**config.mk**
```make
export PLATFORM = sky130hd
export DESIGN_NAME = pbs_seq
export DESIGN_NICKNAME = d
export VERILOG_FILES = /design/src/pkg/pbs_pkg.sv /design/src/rtl/pbs_debounce.sv /design/src/rtl/pbs_seq.sv
export VERILOG_INCLUDE_DIRS = /design/src /design/src/pkg
export SDC_FILE = /design/constraint.sdc
export NUM_CORES = 1
export LEC_CHECK = 0
export BUFFER_PORTS_ARGS = -buffer_cell sky130_fd_sc_hd__clkbuf_2
export CAP_MARGIN = 20
export CORE_AREA = 10 10 162 164
export DETAILED_ROUTE_END_ITERATION = 6
export DIE_AREA = 0 0 172 174
export GPL_TIMING_DRIVEN = 0
export MAX_ROUTING_LAYER = met4
export PLACE_DENSITY = 0.72
export SETUP_SLACK_MARGIN = 0.3
export SLEW_MARGIN = 20
export SYNTH_ARGS = -nofsm -noshare
export SYNTH_HDL_FRONTEND = slang
export SYNTH_SLANG_ARGS = --single-unit
```
**constraint.sdc**
```tcl
create_clock -name pclk -period 2.2 [get_ports pclk]
set_clock_uncertainty 0.05 [all_clocks]
set_input_delay 0.33 -clock pclk [delete_from_list [all_inputs] [get_ports pclk]]
set_output_delay 0.33 -clock pclk [all_outputs]
set_load 0.03 [all_outputs]
```
**src/pkg/pbs_cfg.svh**
```systemverilog
// Constants of the power button and standby sequencer
`ifndef PBS_CFG_SVH
`define PBS_CFG_SVH

// Clock period in ns (200 MHz)
`define PBS_CLK_NS 5
// Power switch hold threshold in ms
`define PBS_HOLD_MS 5000
// Hold threshold in clock cycles
`define PBS_HOLD_CYC 32'((64'(`PBS_HOLD_MS) * 64'd1000000) / 64'(`PBS_CLK_NS))
// Switch debounce time in us
`define PBS_DEB_US 10
// Debounce time in clock cycles
`define PBS_DEB_CYC 32'((`PBS_DEB_US * 1000) / `PBS_CLK_NS)

// Register byte offsets
`define PBS_OFS_CTRL 12'h000
`define PBS_OFS_TMO 12'h004
`define PBS_OFS_STAT 12'h008
`define PBS_OFS_IST 12'h00c
`define PBS_OFS_IMSK 12'h010

// Control fields
`define PBS_CTL_PM 0
`define PBS_CTL_ACPI 1
`define PBS_CTL_SUSP 2
`define PBS_CTL_STBY 3
// Control reset: power management on, legacy mode
`define PBS_CTRL_RST 32'h0000_0001
`define PBS_TMO_RST 32'h0000_0000

// Event bits of status and mask
`define PBS_NEV 7
`define PBS_EV_PRESS 0
`define PBS_EV_FORCE 1
`define PBS_EV_INTR 2
`define PBS_EV_SBIN 3
`define PBS_EV_SBOUT 4
`define PBS_EV_EXT 5
`define PBS_EV_LAN 6

`endif

```
**src/pkg/pbs_pkg.sv**
```systemverilog
// Types of the power button and standby sequencer
`include "pbs_cfg.svh"
package pbs_pkg;
  // System power state
  typedef enum logic [1:0] {
    st_off = 2'b00,
    st_on = 2'b01,
    st_sleep = 2'b10
  } pbs_pst_t;

  // APB request from the master
  typedef struct packed {
    logic psel;
    logic penable;
    logic pwrite;
    logic [11:0] paddr;
    logic [31:0] pwdata;
  } pbs_apb_req_t;

  // APB answer to the master
  typedef struct packed {
    logic [31:0] prdata;
    logic pready;
    logic pslverr;
  } pbs_apb_rsp_t;

  // Debouncer state
  typedef struct packed {
    logic s1;
    logic s2;
    logic lvl;
    logic [31:0] cnt;
  } pbs_deb_t;

  // Sequencer state
  typedef struct packed {
    pbs_pst_t pst;
    logic stby;
    logic [31:0] cnt;
    logic prs_prev;
    logic slp_prev;
    logic intr_prev;
    logic lan_prev;
    logic [31:0] idle;
    logic ctl_pm;
    logic ctl_acpi;
    logic ctl_susp;
    logic [31:0] tmo;
    logic [`PBS_NEV-1:0] ist;
    logic [`PBS_NEV-1:0] msk;
    logic irq;
    logic alarm;
    logic pwr_en;
    logic sys_sleep;
    pbs_apb_rsp_t rsp;
  } pbs_st_t;
endpackage

```
**src/rtl/pbs_debounce.sv**
```systemverilog
// Two-stage synchroniser and debouncer for one switch input
`timescale 1ns/1ps
module pbs_debounce import pbs_pkg::*; #(
  parameter logic [31:0] CYC = `PBS_DEB_CYC
) (
  // Clock and reset
  input wire logic pclk,
  input wire logic presetn,
  // Raw switch and clean level
  input wire logic raw,
  output logic lvl
);
  pbs_deb_t q;
  pbs_deb_t d;

  // Level changes only after CYC stable cycles
  always_comb begin
    d = q;
    d.s1 = raw;
    d.s2 = q.s1;
    if (q.s2 == q.lvl) begin
      d.cnt = 32'h0000_0000;
    end else if (q.cnt >= CYC - 32'h0000_0001) begin
      d.lvl = q.s2;
      d.cnt = 32'h0000_0000;
    end else begin
      d.cnt = q.cnt + 32'h0000_0001;
    end
  end

  // State register
  always_ff @(posedge pclk or negedge presetn) begin
    if (!presetn) begin
      q <= '0;
    end else begin
      q <= d;
    end
  end

  assign lvl = q.lvl;
endmodule

```
**src/rtl/pbs_seq.sv**
```systemverilog
// Power button, standby and intrusion sequencer with APB registers
`timescale 1ns/1ps
module pbs_seq import pbs_pkg::*; #(
  parameter logic [31:0] HOLD_CYC = `PBS_HOLD_CYC,
  parameter logic [31:0] DEB_CYC = `PBS_DEB_CYC
) (
  // Clock and reset
  input wire logic pclk,
  input wire logic presetn,
  // APB slave
  input wire pbs_apb_req_t apb_req,
  output pbs_apb_rsp_t apb_rsp,
  // Switches, active low while pressed or closed
  input wire logic pwr_sw_n,
  input wire logic sleep_sw_n,
  input wire logic intr_closed_n,
  // Activity and wake sources
  input wire logic kbd_act,
  input wire logic mouse_act,
  input wire logic ext_req,
  input wire logic lan_wake,
  // Power control outputs
  output logic pwr_en,
  output logic sys_sleep,
  output logic disk_down,
  output logic mon_off,
  output logic alarm,
  output logic irq
);
  pbs_st_t q;
  pbs_st_t d;
  logic prs; // Debounced power switch pressed
  logic slp; // Debounced sleep switch pressed
  logic intr; // Debounced cover open
  logic setup; // APB setup phase
  logic wr; // APB write completes
  logic short_rel; // Release before threshold
  logic long_hit; // Threshold crossed while held
  logic lan_go; // Network wake honoured
  logic act; // Keyboard or mouse activity
  logic sb_trig; // Any standby trigger
  logic [`PBS_NEV-1:0] ev; // Events of this cycle
  logic [`PBS_NEV-1:0] clr; // Write-one-to-clear mask
  // Control reset word; a literal cannot be bit-selected directly
  localparam logic [31:0] CTRL_RST = `PBS_CTRL_RST;

  // Register index of an address, 3'h7 when unmapped
  function automatic logic [2:0] reg_sel(input logic [11:0] a);
    case (a)
      `PBS_OFS_CTRL: reg_sel = 3'h0;
      `PBS_OFS_TMO: reg_sel = 3'h1;
      `PBS_OFS_STAT: reg_sel = 3'h2;
      `PBS_OFS_IST: reg_sel = 3'h3;
      `PBS_OFS_IMSK: reg_sel = 3'h4;
      default: reg_sel = 3'h7;
    endcase
  endfunction

  // Switch inputs cleaned before use; a press shorter than
  // the debounce time is never seen
  pbs_debounce #(.CYC(DEB_CYC)) u_pwr (
    .pclk(pclk),
    .presetn(presetn),
    .raw(~pwr_sw_n),
    .lvl(prs)
  );
  pbs_debounce #(.CYC(DEB_CYC)) u_slp (
    .pclk(pclk),
    .presetn(presetn),
    .raw(~sleep_sw_n),
    .lvl(slp)
  );
  // Open switch means cover removed
  pbs_debounce #(.CYC(DEB_CYC)) u_intr (
    .pclk(pclk),
    .presetn(presetn),
    .raw(intr_closed_n),
    .lvl(intr)
  );

  // Next-state logic
  always_comb begin
    d = q;
    ev = '0;
    clr = '0;
    setup = apb_req.psel & ~apb_req.penable;
    wr = apb_req.psel & apb_req.penable & q.rsp.pready & apb_req.pwrite;
    act = kbd_act | mouse_act;

    // Edge history of the clean switch inputs and of the raw network wake
    d.prs_prev = prs;
    d.slp_prev = slp;
    d.intr_prev = intr;
    d.lan_prev = lan_wake;

    // Press length counted in clock cycles, saturating
    if (prs) begin
      if (q.cnt != HOLD_CYC) begin
        d.cnt = q.cnt + 32'h0000_0001;
      end
    end else begin
      d.cnt = 32'h0000_0000;
    end
    short_rel = ~prs & q.prs_prev & (q.cnt < HOLD_CYC);
    // Fires while still held, no wait for release
    long_hit = prs & (q.cnt == HOLD_CYC - 32'h0000_0001);
    // Network wake ignored in the newer interface mode
    lan_go = lan_wake & ~q.lan_prev & ~q.ctl_acpi;

    if (short_rel) begin
      ev[`PBS_EV_PRESS] = 1'b1;
    end
    if (lan_go) begin
      ev[`PBS_EV_LAN] = 1'b1;
    end

    // Power state moves; in on and sleep a long press beats any other request
    case (q.pst)
      st_off: begin
        // Long press from off does nothing
        if (short_rel || lan_go) begin
          d.pst = st_on;
        end
      end
      st_on: begin
        if (long_hit) begin
          d.pst = st_off;
          ev[`PBS_EV_FORCE] = 1'b1;
        end else if (short_rel) begin
          // Suspend select picks sleep over soft off
          d.pst = q.ctl_susp ? st_sleep : st_off;
        end
      end
      st_sleep: begin
        if (long_hit) begin
          d.pst = st_off;
          ev[`PBS_EV_FORCE] = 1'b1;
        end else if (short_rel || lan_go) begin
          d.pst = st_on;
        end
      end
      default: begin
        d.pst = st_off;
      end
    endcase

    // Power outputs registered from the next state, no decode after flops
    d.pwr_en = d.pst != st_off;
    d.sys_sleep = d.pst == st_sleep;

    // Inactivity counter, restarted by any activity
    if (act || q.pst != st_on || q.stby) begin
      d.idle = 32'h0000_0000;
    end else if (q.idle != q.tmo) begin
      d.idle = q.idle + 32'h0000_0001;
    end

    // Standby triggers, all gated by the enable
    sb_trig = (q.tmo != 32'h0000_0000 && q.idle == q.tmo)
      | (slp & ~q.slp_prev)
      | (wr && reg_sel(apb_req.paddr) == 3'h0 && apb_req.pwdata[`PBS_CTL_STBY]);
    if (q.stby) begin
      if (act || d.pst != st_on) begin
        // Leave at once; monitor power back next cycle
        d.stby = 1'b0;
        ev[`PBS_EV_SBOUT] = 1'b1;
      end
    end else if (sb_trig && q.ctl_pm && !q.ctl_acpi && q.pst == st_on && d.pst == st_on) begin
      d.stby = 1'b1;
      ev[`PBS_EV_SBIN] = 1'b1;
    end

    // External requests latched in every state
    if (ext_req) begin
      ev[`PBS_EV_EXT] = 1'b1;
    end
    // Cover opening raises the alarm event
    if (intr && !q.intr_prev) begin
      ev[`PBS_EV_INTR] = 1'b1;
    end

    // Register writes at the completing access edge
    if (wr) begin
      case (reg_sel(apb_req.paddr))
        3'h0: begin
          d.ctl_pm = apb_req.pwdata[`PBS_CTL_PM];
          d.ctl_acpi = apb_req.pwdata[`PBS_CTL_ACPI];
          d.ctl_susp = apb_req.pwdata[`PBS_CTL_SUSP];
        end
        3'h1: begin
          d.tmo = apb_req.pwdata;
        end
        3'h3: begin
          clr = apb_req.pwdata[`PBS_NEV-1:0];
        end
        3'h4: begin
          d.msk = apb_req.pwdata[`PBS_NEV-1:0];
        end
        default: begin
          d.tmo = q.tmo;
        end
      endcase
    end

    // Sticky events; a new event wins over its clear
    d.ist = (q.ist & ~clr) | ev;
    d.irq = |(d.ist & d.msk);
    // Alarm sounds until software clears the event
    d.alarm = d.ist[`PBS_EV_INTR];

    // Answer prepared in setup, ready in the first access cycle
    d.rsp.pready = setup;
    d.rsp.pslverr = 1'b0;
    d.rsp.prdata = 32'h0000_0000;
    if (setup) begin
      case (reg_sel(apb_req.paddr))
        3'h0: begin
          d.rsp.prdata[`PBS_CTL_PM] = q.ctl_pm;
          d.rsp.prdata[`PBS_CTL_ACPI] = q.ctl_acpi;
          d.rsp.prdata[`PBS_CTL_SUSP] = q.ctl_susp;
        end
        3'h1: begin
          d.rsp.prdata = q.tmo;
        end
        3'h2: begin
          d.rsp.prdata[4:0] = {q.ctl_acpi, intr, q.stby, q.pst};
        end
        3'h3: begin
          d.rsp.prdata[`PBS_NEV-1:0] = q.ist;
        end
        3'h4: begin
          d.rsp.prdata[`PBS_NEV-1:0] = q.msk;
        end
        default: begin
          // Unmapped: error answer, data zero
          d.rsp.pslverr = 1'b1;
        end
      endcase
    end
  end

  // State register; legacy mode out of reset
  always_ff @(posedge pclk or negedge presetn) begin
    if (!presetn) begin
      q <= '0;
      q.ctl_pm <= CTRL_RST[`PBS_CTL_PM];
      q.ctl_acpi <= CTRL_RST[`PBS_CTL_ACPI];
      q.ctl_susp <= CTRL_RST[`PBS_CTL_SUSP];
      q.tmo <= `PBS_TMO_RST;
    end else begin
      q <= d;
    end
  end

  // Outputs straight from the state flops
  assign apb_rsp = q.rsp;
  assign pwr_en = q.pwr_en;
  assign sys_sleep = q.sys_sleep;
  // Disks and monitor follow standby
  assign disk_down = q.stby;
  assign mon_off = q.stby;
  assign alarm = q.alarm;
  assign irq = q.irq;
endmodule

```
==> results_dict.tcl <==
set metrics [dict create \
    status "finished with violations" \
    violations "negative setup slack" \
    drive_gt1_share_pct 39.2 \
    crit_arrival_ns 2.66 \
    drc 0 \
    die-area_mm2 0.0299 \
    ys_warn_count 0 \
    overflow 0 \
    clk_pin_slew_ns 0.06 \
    grt_usage_pct 17.5 \
    use_met2_pct 28.7 \
    antenna_found_initial 1 \
    io_buffers 95 \
    start_kind "register" \
    finalSetupViolations 4 \
    grt_pass1_wl_um 41700 \
    fmax_mhz 436 \
    timing.final.crit_share_pct 104 \
    synth-seq-cells 262 \
    drt.antenna.violating_nets 0 \
    ir_drop_uv 577 \
    utilization_pct 67.7 \
    start_util_pct 48.7 \
    final_cell_mix "dfrtp_1 (234), clkbuf_2 (96), buf_4 (90)" \
    synth.distinct_cells 59 \
    worstSetupEndpointType "register" \
    final_common_cell "dfrtp_1" \
    use_met3_pct 3.58 \
    hold_class "input pin to register" \
    synthArstFlopShare_pct 100 \
    avgSynthCellArea_um2 11.9 \
    grt_pass1_vias 8244 \
    drt_pass1_iterations 4 \
    routabilityCongestion 0.852 \
    cts_buffers 28 \
    slew_headroom_pct 41.7 \
    ys_seq_area_share_pct 58.2 \
    io_pins 96 \
    vias_per_cell 5.09 \
    detail_route.wl_per_cell_um 16.8 \
    rows 56 \
    grt_start_max_net_pins 92 \
    cts_max_level 1 \
    worstMarginPinSlew_ns 0.872 \
    final_cells 1566 \
    slew_violations 0 \
    powerDensity_mw_per_mm2 668 \
    drv_cap 0 \
    synth_area_mm2 0.0113 \
    insertion_delay_ns 0.53 \
    core_area_mm2 0.0231 \
    syn2layout_area_growth_pct 39.1 \
    cts-root-buf "clkbuf_16" \
    dp.cells 1399 \
    drtIter0Drc 395 \
    dpl.hpwl_um 16200 \
    cts_tree "done" \
    gr-max-usage-layer "met2" \
    synth-edff-count 0 \
    cts.sinks 262 \
    total_power_mw 10.5 \
    fp.dieH_um 174 \
    synth_cells 950 \
    fin_ws_ns -0.0926 \
    hold_violations 0 \
    finalCriticalPeriod_ns 2.29 \
    die_w_um 172 \
    rsz0062_at_grt "yes" \
    fillers 1672 \
    finalNetCount 1320 \
    post-place-ws_ns -0.457 \
    clock_path_buffers 3 \
    cp_max_fo 5 \
    gr-usage-met1_pct 21.5 \
    synthFlopType "dfrtp_1" \
    totalWireLength_um 26400 \
    via_count 7972 \
    cp.required_ns 2.57 \
    critPathKind "register to register" \
    p_leak_nw 7.31 \
]
per-layer routing:
metal / up-vias / routed length [µm]
met4: 0 / 608
met1: 3949 / 10800
li1: 3815 / -
met2: 161 / 13600
met3: 47 / 1360
met5: - / 0
worst max-delay path: stages, from the launching register on:
cell and delay, ns:
dfrtp_1 0.38, nand2_1 0.18, o21ai_0 0.25, nand3_1 0.19, and2_4 0.24, o32ai_4 0.38
a31oi_4 0.13, a221o_1 0.37
cells in the mapped netlist, types with 3 or more instances:
cell	count	area [µm²]
nand3b_1	3	22.5
a21oi_1	13	65.1
and2_1	56	350
mux2_2	51	574
and4b_1	4	40.0
a222oi_1	6	60.1
or3_1	7	43.8
clkbuf_1	16	60.1
ha_1	10	125
and4_1	12	105
inv_1	23	86.3
o21ai_0	8	40.0
nand4_1	26	163
nor2b_1	5	31.3
xor2_1	37	324
a21boi_0	5	37.5
a31oi_1	7	43.8
xnor2_1	81	709
buf_2	3	15.0
and3_1	36	225
or2_2	4	25.0
nor4b_1	4	35.0
nor2_1	91	342
dfrtp_1	261	6530
nand2_1	29	109
or4_1	6	45.0
nor3_1	13	65.1
nand3_1	33	165
buf_4	36	270
nor4_1	26	163
flip-flops by register name (all words and copies together) (netlist names):
register and cells:
u_slp.q 33, q 119, irq 1, u_pwr.lvl 1, u_intr.d 1, u_slp.lvl 1
apb_rsp 34, disk_down 1, u_pwr.q 33, sys_sleep 1, u_pwr.d 1, pwr_en 1
u_slp.d 1, u_intr.lvl 1, u_intr.q 33
where the power goes:
group          internal (mW)  total (mW)  switching (mW)
clock network           2.93        4.81            1.87
logic                  0.270       0.665           0.394
registers               4.92        4.98          0.0640
total                   8.12        10.5            2.33
per-stage QoR:
| step | area, µm² | hold WS [ns] | setup TNS, ns |
|---|---|---|---|
| 6_report | 15700 | 0.0224 | -0.165 |
| 4_1_cts | 14900 | 0.00367 | -0.104 |
| 5_1_grt | 15700 | 0.0162 | -1.66 |
| 3_3_place_gp | 12500 | 0.283 | -1200.75 |
| 2_1_floorplan | 11700 | -0.0156 | -0.0580 |
| 3_5_place_dp | 12600 | 0.286 | -17.91 |
what timing repair did:
action,in CTS,in global routing
cloned,4,2
gates resized for setup,148,124
hold endpoints to repair,117,0
pin swaps,66,67
buffers inserted,50,28
setup endpoints to repair,142,208
hold buffers,31,0
path summary, 6_finish.rpt:
path / startpoint / to / slack, ns / cells after the start
setup / recovery: q[143] / irq / -0.09 / 7
hold / removal: apb_req[4] / q[56] / 0.02 / 2
setup reg to reg: q[143] / irq / -0.09 / 7
hold reg to reg: u_slp.d[33] / u_slp.q[33] / 0.30 / 0
max in group asynchronous: presetn / q[99] / 0.60 / 4
min in group asynchronous: presetn / u_intr.q[23] / 0.27 / 2
cells by family (layout without fill, tap and decap cells):
| family | count (synthesis) | count (layout) | synth area share, % |
|---|---|---|---|
| buf+inv | 80 | 340 | 3.91 |
| mux | 55 | 55 | 5.55 |
| xor+xnor | 118 | 118 | 9.18 |
| simple gates | 366 | 369 | 18.1 |
| compound gates | 58 | 58 | 3.87 |
| fa+ha+maj | 10 | 10 | 1.11 |
| flops | 262 | 262 | 58.2 |
| other cells | 1 | 64 | 0.0333 |
final cells by class:
type	instances	area (µm²)	share of cell area [%]
Sequential cell	262	6590	42.1
Multi-Input combinational cell	673	5610	35.8
Timing Repair Buffer	209	1600	10.2
Clock buffer	40	857	5.47
Buffer	57	442	2.82
Tap cell	290	363	2.32
Clock inverter	11	113	0.719
Inverter	23	86.3	0.551
Antenna cell	1	2.50	0.0160
Power figures use the tool's default switching activity.
